[src/hw/alarm_pkg.sv]
// shared constants, register map and carrier types of the alarm combiner
package alarm_pkg;

    // sizes
    localparam int NUM_COMB         = 10;
    localparam int NUM_DET          = 12;
    localparam int NUM_SRC          = 32;
    localparam int COMB_INPUTS      = 4;
    localparam int NUM_EV           = NUM_COMB + NUM_DET;
    localparam int RMS_W            = 16;
    localparam int DLY_W            = 8;
    localparam int CNT_W            = 9;
    localparam int SEL_W            = 5;
    localparam int ADDR_W           = 12;
    localparam int DATA_W           = 32;
    localparam int HALVES_PER_CYCLE = 2;

    // combine type codes (decimal 100 to 104)
    localparam logic [7:0] COMB_AND  = 8'h64;
    localparam logic [7:0] COMB_NAND = 8'h65;
    localparam logic [7:0] COMB_OR   = 8'h66;
    localparam logic [7:0] COMB_NOR  = 8'h67;
    localparam logic [7:0] COMB_XOR  = 8'h68;

    // register byte offsets
    localparam logic [ADDR_W-1:0] COMB_BASE      = 12'h000;
    localparam logic [ADDR_W-1:0] DET_BASE       = 12'h040;
    localparam logic [ADDR_W-1:0] ALARM_STAT     = 12'h0C0;
    localparam logic [ADDR_W-1:0] PICK_STAT      = 12'h0C4;
    localparam logic [ADDR_W-1:0] PICK_MASK      = 12'h0C8;
    localparam logic [ADDR_W-1:0] DROP_STAT      = 12'h0CC;
    localparam logic [ADDR_W-1:0] DROP_MASK      = 12'h0D0;
    localparam logic [ADDR_W-1:0] EVAL_COUNT     = 12'h0D4;
    localparam logic [ADDR_W-1:0] WORD_STEP      = 12'h004;
    localparam logic [ADDR_W-1:0] DET_STRIDE     = 12'h008;
    localparam logic [ADDR_W-1:0] DET_DLY_OFS    = 12'h004;

    // reset values
    localparam logic [DATA_W-1:0] CFG_RST        = 32'h0000_0000;
    localparam logic [NUM_EV-1:0] MASK_RST       = 22'h000000;

    // combiner config word: enables [31:28], selects [27:8], code [7:0]
    typedef struct packed {
        logic [COMB_INPUTS-1:0]            enable;
        logic [COMB_INPUTS-1:0][SEL_W-1:0] sel;
        logic [7:0]                        code;
    } comb_cfg_type;

    // detector config: word 0 is bits [31:0], word 1 is bits [63:32]
    typedef struct packed {
        logic [13:0]      spare;
        logic             enable;
        logic             sag;
        logic [DLY_W-1:0] drop_dly;
        logic [DLY_W-1:0] pick_dly;
        logic [RMS_W-1:0] drop_lvl;
        logic [RMS_W-1:0] pick_lvl;
    } det_cfg_type;

    // apb request from the master
    typedef struct packed {
        logic [ADDR_W-1:0] paddr;
        logic              psel;
        logic              penable;
        logic              pwrite;
        logic [DATA_W-1:0] pwdata;
    } apb_req_type;

endpackage

[src/hw/alarm_combiner.sv]
// boolean alarm combiners and sag/swell detectors behind an apb slave
// How it works
// - type 100 asserts while all enabled inputs active
// - type 101 asserts unless all enabled inputs active
// - type 102 asserts while any enabled input active
// - type 103 asserts while no enabled input active
// - type 104 asserts while exactly one enabled input active
// - swell picks up after delay above pickup
// - swell drops out after delay below dropout
// - sag picks up after delay below pickup
// - sag drops out after delay above dropout
// - setpoints unsigned, delays in whole line cycles
// - detectors evaluated every half line cycle
// - ten independent combiners, own code and selects
// - twelve independent detectors, own setpoints and delays
//
// The placing of the registers and the APB interface to the registers were left to the implementer.
`timescale 1ns/100ps
module alarm_combiner
    import alarm_pkg::*;
(
    // clock and reset
    input  wire logic                            sys_clk,
    input  wire logic                            rst,
    // apb slave
    input  wire apb_req_type                     apb_req,
    output logic [DATA_W-1:0]                    prdata,
    output logic                                 pready,
    output logic                                 pslverr,
    // metering core
    input  wire logic                            half_cycle_tick,
    input  wire logic [NUM_DET-1:0][RMS_W-1:0]   rms_in,
    input  wire logic [NUM_SRC-1:0]              alarm_src,
    // alarm results
    output logic [NUM_COMB-1:0]                  comb_alarm,
    output logic [NUM_DET-1:0]                   det_alarm,
    output logic                                 irq
);

    typedef struct packed {
        comb_cfg_type [NUM_COMB-1:0] comb_cfg;
        det_cfg_type  [NUM_DET-1:0]  det_cfg;
        logic [NUM_COMB-1:0]         comb_alarm;
        logic [NUM_EV-1:0]           prev_alarm;
        logic [NUM_EV-1:0]           pick_stat;
        logic [NUM_EV-1:0]           pick_mask;
        logic [NUM_EV-1:0]           drop_stat;
        logic [NUM_EV-1:0]           drop_mask;
        logic [DATA_W-1:0]           eval_count;
        logic [DATA_W-1:0]           prdata;
        logic                        pslverr;
    } state_type;

    state_type           state_r;
    state_type           state_nxt;
    logic [NUM_DET-1:0]  det_alarm_w;
    logic [NUM_EV-1:0]   alarm_all;
    logic [NUM_EV-1:0]   rise_ev;
    logic [NUM_EV-1:0]   fall_ev;
    logic [NUM_EV-1:0]   pick_clr;
    logic [NUM_EV-1:0]   drop_clr;
    logic                setup;
    logic                access;
    logic                wr_done;
    logic                rd_done;
    logic [DATA_W-1:0]   rd_data;
    logic                rd_hit;

    // one combiner: count enabled and active inputs, then apply the code
    function automatic logic comb_eval(comb_cfg_type c, logic [NUM_SRC-1:0] src);
        logic [2:0]             n_en;
        logic [2:0]             n_act;
        logic [COMB_INPUTS-1:0] act;
        logic                   res;
        n_en  = 3'h0;
        n_act = 3'h0;
        res   = 1'b0;
        for (int i = 0; i < COMB_INPUTS; i++)
        begin
            act[i] = c.enable[i] & src[c.sel[i]];
            n_en   = n_en + 3'(c.enable[i]);
            n_act  = n_act + 3'(act[i]);
        end
        // nothing enabled means nothing to combine: stays inactive
        if (n_en != 3'h0)
        begin
            case (c.code)
                COMB_AND:  res = (n_act == n_en);
                COMB_NAND: res = (n_act != n_en);
                COMB_OR:   res = (n_act != 3'h0);
                COMB_NOR:  res = (n_act == 3'h0);
                COMB_XOR:  res = (n_act == 3'h1);
                default:   res = 1'b0;
            endcase
        end
        return res;
    endfunction

    // detectors, each with its own configuration
    for (genvar j = 0; j < NUM_DET; j++)
    begin : g_det
        level_detector u_det
        (
            .sys_clk         (sys_clk),
            .rst             (rst),
            .half_cycle_tick (half_cycle_tick),
            .rms             (rms_in[j]),
            .cfg             (state_r.det_cfg[j]),
            .alarm           (det_alarm_w[j])
        );
    end

    assign alarm_all = {det_alarm_w, state_r.comb_alarm};
    assign rise_ev   = alarm_all & ~state_r.prev_alarm;
    assign fall_ev   = ~alarm_all & state_r.prev_alarm;
    assign setup     = apb_req.psel & !apb_req.penable;
    assign access    = apb_req.psel & apb_req.penable;
    assign wr_done   = access & apb_req.pwrite;
    assign rd_done   = access & !apb_req.pwrite;

    // clear only what the read reported, so a fresh event is never lost
    assign pick_clr  = (rd_done && apb_req.paddr == PICK_STAT) ?
                       state_r.prdata[NUM_EV-1:0] : '0;
    assign drop_clr  = (rd_done && apb_req.paddr == DROP_STAT) ?
                       state_r.prdata[NUM_EV-1:0] : '0;

    // read decode, captured in the setup cycle
    always_comb
    begin
        rd_data = '0;
        rd_hit  = 1'b0;
        for (int i = 0; i < NUM_COMB; i++)
        begin
            if (apb_req.paddr == COMB_BASE + WORD_STEP * ADDR_W'(i))
            begin
                rd_data = state_r.comb_cfg[i];
                rd_hit  = 1'b1;
            end
        end
        for (int j = 0; j < NUM_DET; j++)
        begin
            if (apb_req.paddr == DET_BASE + DET_STRIDE * ADDR_W'(j))
            begin
                rd_data = state_r.det_cfg[j][DATA_W-1:0];
                rd_hit  = 1'b1;
            end
            if (apb_req.paddr == DET_BASE + DET_STRIDE * ADDR_W'(j) + DET_DLY_OFS)
            begin
                rd_data = state_r.det_cfg[j][2*DATA_W-1:DATA_W];
                rd_hit  = 1'b1;
            end
        end
        case (apb_req.paddr)
            ALARM_STAT:
            begin
                rd_data = DATA_W'(alarm_all);
                rd_hit  = 1'b1;
            end
            PICK_STAT:
            begin
                rd_data = DATA_W'(state_r.pick_stat);
                rd_hit  = 1'b1;
            end
            PICK_MASK:
            begin
                rd_data = DATA_W'(state_r.pick_mask);
                rd_hit  = 1'b1;
            end
            DROP_STAT:
            begin
                rd_data = DATA_W'(state_r.drop_stat);
                rd_hit  = 1'b1;
            end
            DROP_MASK:
            begin
                rd_data = DATA_W'(state_r.drop_mask);
                rd_hit  = 1'b1;
            end
            EVAL_COUNT:
            begin
                rd_data = state_r.eval_count;
                rd_hit  = 1'b1;
            end
            default:
            begin
                rd_data = rd_data;
            end
        endcase
    end

    always_comb
    begin
        state_nxt = state_r;

        // combiners run every clock, each on its own configuration
        for (int i = 0; i < NUM_COMB; i++)
        begin
            state_nxt.comb_alarm[i] = comb_eval(state_r.comb_cfg[i], alarm_src);
        end

        // edge history and sticky events; set wins over a clear
        state_nxt.prev_alarm = alarm_all;
        state_nxt.pick_stat  = (state_r.pick_stat & ~pick_clr) | rise_ev;
        state_nxt.drop_stat  = (state_r.drop_stat & ~drop_clr) | fall_ev;

        if (half_cycle_tick)
        begin
            state_nxt.eval_count = state_r.eval_count + DATA_W'(1);
        end

        // setup cycle: capture read data and the error answer
        if (setup)
        begin
            state_nxt.prdata  = apb_req.pwrite ? '0 : rd_data;
            state_nxt.pslverr = !rd_hit;
        end

        // access cycle: writes take effect
        if (wr_done)
        begin
            for (int i = 0; i < NUM_COMB; i++)
            begin
                if (apb_req.paddr == COMB_BASE + WORD_STEP * ADDR_W'(i))
                begin
                    state_nxt.comb_cfg[i] = apb_req.pwdata;
                end
            end
            for (int j = 0; j < NUM_DET; j++)
            begin
                if (apb_req.paddr == DET_BASE + DET_STRIDE * ADDR_W'(j))
                begin
                    state_nxt.det_cfg[j][DATA_W-1:0] = apb_req.pwdata;
                end
                if (apb_req.paddr == DET_BASE + DET_STRIDE * ADDR_W'(j) + DET_DLY_OFS)
                begin
                    // spare bits are kept at zero
                    state_nxt.det_cfg[j][2*DATA_W-1:DATA_W] =
                        {14'h0, apb_req.pwdata[17:0]};
                end
            end
            case (apb_req.paddr)
                PICK_MASK:
                begin
                    state_nxt.pick_mask = apb_req.pwdata[NUM_EV-1:0];
                end
                DROP_MASK:
                begin
                    state_nxt.drop_mask = apb_req.pwdata[NUM_EV-1:0];
                end
                default:
                begin
                    state_nxt.pick_mask = state_nxt.pick_mask;
                end
            endcase
        end
    end

    always_ff @(posedge sys_clk)
    begin
        if (rst)
        begin
            state_r           <= '0;
            state_r.comb_cfg  <= {NUM_COMB{CFG_RST}};
            state_r.pick_mask <= MASK_RST;
            state_r.drop_mask <= MASK_RST;
        end
        else
        begin
            state_r <= state_nxt;
        end
    end

    // zero wait states: read data was captured in the setup cycle
    assign pready     = 1'b1;
    assign prdata     = state_r.prdata;
    assign pslverr    = state_r.pslverr & access;
    assign comb_alarm = state_r.comb_alarm;
    assign det_alarm  = det_alarm_w;
    assign irq        = |(state_r.pick_stat & state_r.pick_mask) |
                        |(state_r.drop_stat & state_r.drop_mask);

endmodule

[src/hw/level_detector.sv]
// one sag or swell detector with pickup and dropout delay counting
`timescale 1ns/100ps
module level_detector
    import alarm_pkg::*;
(
    // clock and reset
    input  wire logic             sys_clk,
    input  wire logic             rst,
    // evaluation
    input  wire logic             half_cycle_tick,
    input  wire logic [RMS_W-1:0] rms,
    input  wire det_cfg_type      cfg,
    // result
    output logic                  alarm
);

    typedef struct packed {
        logic             alarm;
        logic [CNT_W-1:0] count;
    } det_state_type;

    det_state_type    state_r;
    det_state_type    state_nxt;
    logic             cond;
    logic [CNT_W-1:0] target;
    logic [CNT_W-1:0] count_inc;

    always_comb
    begin
        state_nxt = state_r;
        count_inc = state_r.count + CNT_W'(1);
        // delays in whole cycles, counted as half-cycle evaluations
        target    = CNT_W'(HALVES_PER_CYCLE) *
                    (state_r.alarm ? CNT_W'(cfg.drop_dly) : CNT_W'(cfg.pick_dly));
        // magnitudes compared unsigned
        if (state_r.alarm)
        begin
            cond = cfg.sag ? (rms > cfg.drop_lvl)
                           : (rms < cfg.drop_lvl);
        end
        else
        begin
            cond = cfg.sag ? (rms < cfg.pick_lvl)
                           : (rms > cfg.pick_lvl);
        end
        if (!cfg.enable)
        begin
            state_nxt.alarm = 1'b0;
            state_nxt.count = '0;
        end
        else if (half_cycle_tick)
        begin
            if (!cond)
            begin
                state_nxt.count = '0;
            end
            else if (count_inc >= target)
            begin
                state_nxt.alarm = !state_r.alarm;
                state_nxt.count = '0;
            end
            else
            begin
                state_nxt.count = count_inc;
            end
        end
    end

    always_ff @(posedge sys_clk)
    begin
        if (rst)
            state_r <= '0;
        else
            state_r <= state_nxt;
    end

    assign alarm = state_r.alarm;

endmodule

[config.mk]
export PLATFORM = sky130hd
export DESIGN_NAME = alarm_combiner
export DESIGN_NICKNAME = d
export VERILOG_FILES = /design/src/hw/alarm_pkg.sv /design/src/hw/alarm_combiner.sv /design/src/hw/level_detector.sv
export SDC_FILE = /design/constraint.sdc
export NUM_CORES = 2
export LEC_CHECK = 0
export BUFFER_PORTS_ARGS = -buffer_cell sky130_fd_sc_hd__buf_2
export CAP_MARGIN = 5
export CORE_ASPECT_RATIO = 0.5
export CORE_MARGIN = 10
export CORE_UTILIZATION = 45
export DETAILED_ROUTE_END_ITERATION = 7
export PLACE_DENSITY_LB_ADDON = 0.2
export SYNTH_ARGS = -nofsm -noshare
export SYNTH_HDL_FRONTEND = slang
export SYNTH_SLANG_ARGS = --single-unit
[constraint.sdc]
create_clock -name sys_clk -period 4.3 [get_ports sys_clk]
set_input_delay 0.215 -clock sys_clk [delete_from_list [all_inputs] [get_ports sys_clk]]
set_output_delay 0.215 -clock sys_clk [all_outputs]
set_load 0.02 [all_outputs]
Yosys cells after proc, flatten, opt, wreduce, memory -nomap -nowiden:

Index checks and enable logic that the tools add are counted.
W data, S select, Z words.

* bitwise gates (word level): 80
* magnitude comparators: 100
* reduce and logical (&&, ||, !) cells: 121
* $add $sub $neg: 73
* muxes and demuxes: 235
* equality and inequality tests: 119

Operator list (number)
* $mux W32: 35
* $eq A8 B7 Y1 const B: 50
* $gt A16 B16 Y1: 24
* $lt A16 B16 Y1: 24
* $lt A5 B6 Y1 const B: 40
* $mux W9: 24
* $bmux W1 S5: 40
* $eq A12 B7 Y1 const B: 16
* $pmux W32 S6: 1
* $eq A12 B8 Y1 const B: 14
* $and A22 B22 Y22: 6
* $mux W1: 111
* $add A9 B1 Y9 const B: 12
* $ge A9 B9 Y1: 12
* $mux W8: 12
* $not A22 Y22: 4
* $reduce_and A2 Y1: 36
* $add A2 B1 Y3: 20
* $add A3 B1 Y3: 20
* $reduce_bool A3 Y1: 20
* $pmux W1 S5: 10
* $eq A12 B5 Y1 const B: 4
* $and A1 B1 Y1: 45
* $mux W22: 2
* other kinds (19): 146

* bits in registers: 1225
* word-level logic and storage cells: 902
* bits of input ports: 274

Depth between registers and ports, before layout:

* depth after elaboration: 37
* mapped depth: 15

Modules after synthesis:

A second synthesis with hierarchy kept.

* cells, all modules: 9912
* area, all modules: 80323.3 µm²

By module, submodules not included
* alarm_combiner: instances 1, sequential area each 22121.2 µm², area each 60759.5 µm², cells each 7344
* level_detector: instances 12, sequential area each 200.2 µm², area each 1630.3 µm², cells each 214

Least setup slack after synthesis:

Ideal clock, no wire load.

* path kind: register -> register
* start point: reg state_r[1249] (netlist bit)
* end point: reg state_r, in the netlist comb_alarm[9]
* arrival: 3.891 ns
* buffers on the path: 1
* setup slack: 0.317 ns
* period minus slack after synthesis: 3.983 ns
* stages on the path, launching flop included: 15
* path through: dfxtp_1 clkbuf_1 mux4_2 mux4_2 mux2i_1 nor2b_1 fa_1 ha_1 ha_1 xor2_1 o31ai_1 xnor2_1 nor3b_1 a31oi_1 nor4_1

* longest elaborated chain between the ends: 8
* elaborated cells on any way between the ends: 12
* those cells by class: add/sub: 3; eq/ne: 3; mux: 3; bitwise: 1; reduce/logical: 2

Ends and longest elaborated chain
* start, declared: line alarm_combiner.sv:54 `state_type state_r;`
* start signal, assigned: line alarm_combiner.sv:269 `state_r <= state_nxt;`
* $bmux W1 S5 *: line alarm_combiner.sv:80 `act[i] = c.enable[i] & src[c.sel[i]];`
* $mux W1 (implied by the code) *: line alarm_combiner.sv:80
* $and A1 B1 Y1 *: line alarm_combiner.sv:80
* $add A1 B1 Y2 *: line alarm_combiner.sv:82 `n_act = n_act + 3'(act[i]);`
* $add A2 B1 Y3 *: line alarm_combiner.sv:82
* $add A3 B1 Y3 *: line alarm_combiner.sv:82
* $eq A3 B1 Y1, or another cell as far along: line alarm_combiner.sv:92 `COMB_XOR: res = (n_act == 3'h1);`
* $pmux W1 S5 *: line alarm_combiner.sv:87 `case (c.code)`

Every way passes the cells marked *; elsewhere a longest branch is shown, timed or not. The select of a mux whose other input is x is not followed.
A chain may end at the register's enable or synchronous reset.

Worst setup path in the final report:

* start point: reg state_r[1191] (netlist bit)
* end point: reg state_r, in the netlist comb_alarm[7]

The elaborated chain is that of the path after synthesis.

==> results.cfg <==
[grt]
gr-total-overflow = 0
antenna_found_initial = 39
grt_pass1_wl_um = 587000
grt_max_degree = 169
grt_usage = 0.409
grt_pass1_vias = 75500

[clock_tree]
htreeDepth = 3
clk_pin_slew_ps = 70
post_cts_buffers = 0
cts_tree = built
cts-buffers-inserted = 119
clock_path_buffers = 3
root_buffer = clkbuf_16
cts.sinks = 1225
worstSkewPairLatency_ps = 800

[sta]
clock_skew_ps = 43.1
max_freq_ghz = 0.239
layout_setup_ws_ps = 108
min_period_ps = 4190
worst_slew_pin_slew_ps = 1250
final-setup-viol-count = 0
fin_hold_ws_ps = 56.8
slew_headroom = 0.164
slew_violations = 0
fin_crit_sh = 0.975
tns_ps = 0
grt_setup_unrepaired = false
hold_viol = 0

[status]
failed_checks = design-rule violations
status = finished, violations left

[yosys]
synth-compound-area-share = 0.190
synth_top_family_by_area = simple AND/OR/NAND/NOR gates
yosysSeqAreaShare = 0.307
synthTopCellsByArea = dfxtp_1 (31%), mux4_2 (12%), nand2_1 (11%), ha_1 (8.3%), a21oi_1 (8.0%)
ys.flop_type = dfxtp_1
synth_xor_area_frac = 0.0150
synth_top_area_cell = dfxtp_1
synth_warnings = 0
yosys.area.top_type_share = 0.307
ys_seq_elements = 1225
synth_top_cells_by_count = nand2_1 (2299), a21oi_1 (1275), dfxtp_1 (1225)
synth.most_common_cell = nand2_1
synth-async-reset-ratio = 0
syn_inst = 9784
syn_area_sq_um = 80000
synth-simple-area-share = 0.191
yosys.area_share.adder = 0.0884
synthMuxAreaShare = 0.143
synth.avg_cell_area_sq_um = 8.18
synth_nets = 10600
netlist-cell-type-count = 100
synth_edf_count = 0

[place]
dpl.hpwl_um = 314000
gp_congestion = 1.11
dp_cells = 12200
place_ws_ps = -117
port-buffer-count = 329

[die]
die_w_um = 616
pin_count = 331
core_area_sq_um = 177000
rows = 109
start_util = 0.453
dieArea_sq_um = 196000
die_h_um = 318

[setup_path]
critPathCaptureType = flip-flop
arrival_ps = 4890
crit_required_ps = 5000
worstSetupPathType = flip-flop to flip-flop
start_kind = flip-flop
worst-path-max-fanout = 10

[detailed_routing]
drt_wl_total_um = 425000
via_per_inst = 6.71
routedWlPerCell_um = 34.0
firstDrtPassIters = 8
drc = 4
drt_iter0_drc = 15300
postRouteAntennaNets = 0
vias = 83700

[power]
p_clk_frac = 0.454
power_per_cell_area_nw_per_um2 = 282
leakage_nw = 31.3
p_comb_frac = 0.104
p_sw_w = 0.00721
p_seq_frac = 0.442
p_int_w = 0.0185
peakVddDrop_uv = 355
swShare = 0.281

[final_layout]
area_growth_pct = 13.8
final_cells = 12500
layout.nets = 10800
drive_above_1_share = 0.171

[flow_run]
drv_cap = 0

[min_path]
worstHoldPathType = input port to flip-flop
critical path, cell delays in order, from the launching register on:
cell and delay (ps):
dfxtp_1 670, mux4_2 390, mux4_2 530, mux2i_1 320, nor2b_1 110, fa_1 470, ha_1 210, ha_1 320
xor2_1 150, o31ai_1 310, xnor2_1 100, nor3b_1 180, a31oi_1 70, nor4_1 260
power groups by stage:
stage | Clock (W) | Combinational (W) | Sequential, W
4_1_cts | 0.0116 | 0.00253 | 0.0113
2_1_floorplan | 0 | 0.00127 | 0.0116
6_report | 0.0116 | 0.00268 | 0.0113
5_1_grt | 0.0120 | 0.00272 | 0.0113
3_5_place_dp | 0 | 0.00251 | 0.0116
3_3_place_gp | 0 | 0.00249 | 0.0116
metal layers:
| metal | track usage | vias up | share of wire |
|---|---|---|---|
| li1 | - | 35300 | - |
| met1 | 0.536 | 40300 | 0.38 |
| met2 | 0.562 | 6683 | 0.39 |
| met3 | 0.176 | 1395 | 0.16 |
| met4 | 0.224 | 28 | 0.069 |
| met5 | 0 | - | 0.00045 |
registers in the layout (all words and copies together), names as in the netlist:
signal               count
comb_alarm              10
g_det.u_det.alarm       12
g_det.u_det.state_r    108
prdata                  32
state_r               1063
cell type report:
class                           count  area, sq um
Sequential cell                  1225        24500
Fill cell                       16800        85600
Inverter                          442         1660
Antenna cell                       25         62.6
Multi-Input combinational cell   7244        50500
Tap cell                         2386         2990
Clock buffer                      160         3370
Clock inverter                     64          752
Timing Repair Buffer              931         7080
metrics by stage:
step	cell area, sq um	utilization	power, W
final	91000	0.515	0.0257
after floorplan	80000	-	0.0129
after global placement	86500	0.490	0.0141
after global routing	90900	0.515	0.0261
after CTS	90800	0.514	0.0255
after detailed placement	86500	0.490	0.0141
placed cells by master (no fill, tap or decap), types with 26 or more instances in the layout:
master	netlist	layout
nor2_1	341	313
o21a_1	45	45
o22ai_1	79	79
a21o_1	62	62
xor2_1	70	70
o21ai_0	234	234
buf_2	94	325
or3_1	28	28
a22o_1	41	41
mux2i_1	171	161
a32o_1	26	26
o31ai_1	40	34
buf_4	59	519
nand2b_1	46	46
o221ai_1	51	50
inv_1	441	440
nor2b_1	136	134
buf_12	0	68
mux4_2	419	419
mux2_2	29	29
nand4_1	80	80
a221oi_1	104	104
nand2_1	2299	2297
nor4_1	50	45
nand3_1	179	178
a31oi_1	40	40
a22oi_1	93	93
dfxtp_1	1225	1214
a222oi_1	32	32
a221o_1	27	27
and3_1	60	59
nor2_2	4	31
a21oi_1	1275	1275
clkbuf_16	0	119
nor3_1	117	105
xnor2_1	67	67
a211oi_1	64	64
o211ai_1	50	50
ha_1	533	533
cells by family after synthesis:
kind of cell,Yosys count
flip-flops,1225
AO/OA/AOI/OAI,2446
adder cells (fa/ha/maj),553
multiplexers,619
buffers and inverters,1315
AND/OR/NAND/NOR,3488
XOR/XNOR,137
other,1
final timing paths:
| path | start | end | slack [ps] | cells after the start |
|---|---|---|---|---|
| worst max-delay path | state_r[1191] | comb_alarm[7] | 110 | 13 |
| worst min-delay path | apb_req[15] | state_r[936] | 60 | 3 |
| worst max register to register | state_r[1191] | comb_alarm[7] | 110 | 13 |
| worst min register to register | state_r[593] | state_r[593] | 450 | 2 |
what timing repair did:
action | 4_1_cts | 5_1_grt
endpoints found under the setup margin | 0 | 9
hold buffers | 15 | 0
hold endpoints to repair | 205 | 0
gates resized for setup | 0 | 39
Note: power is estimated with default switching activity, not from simulation.
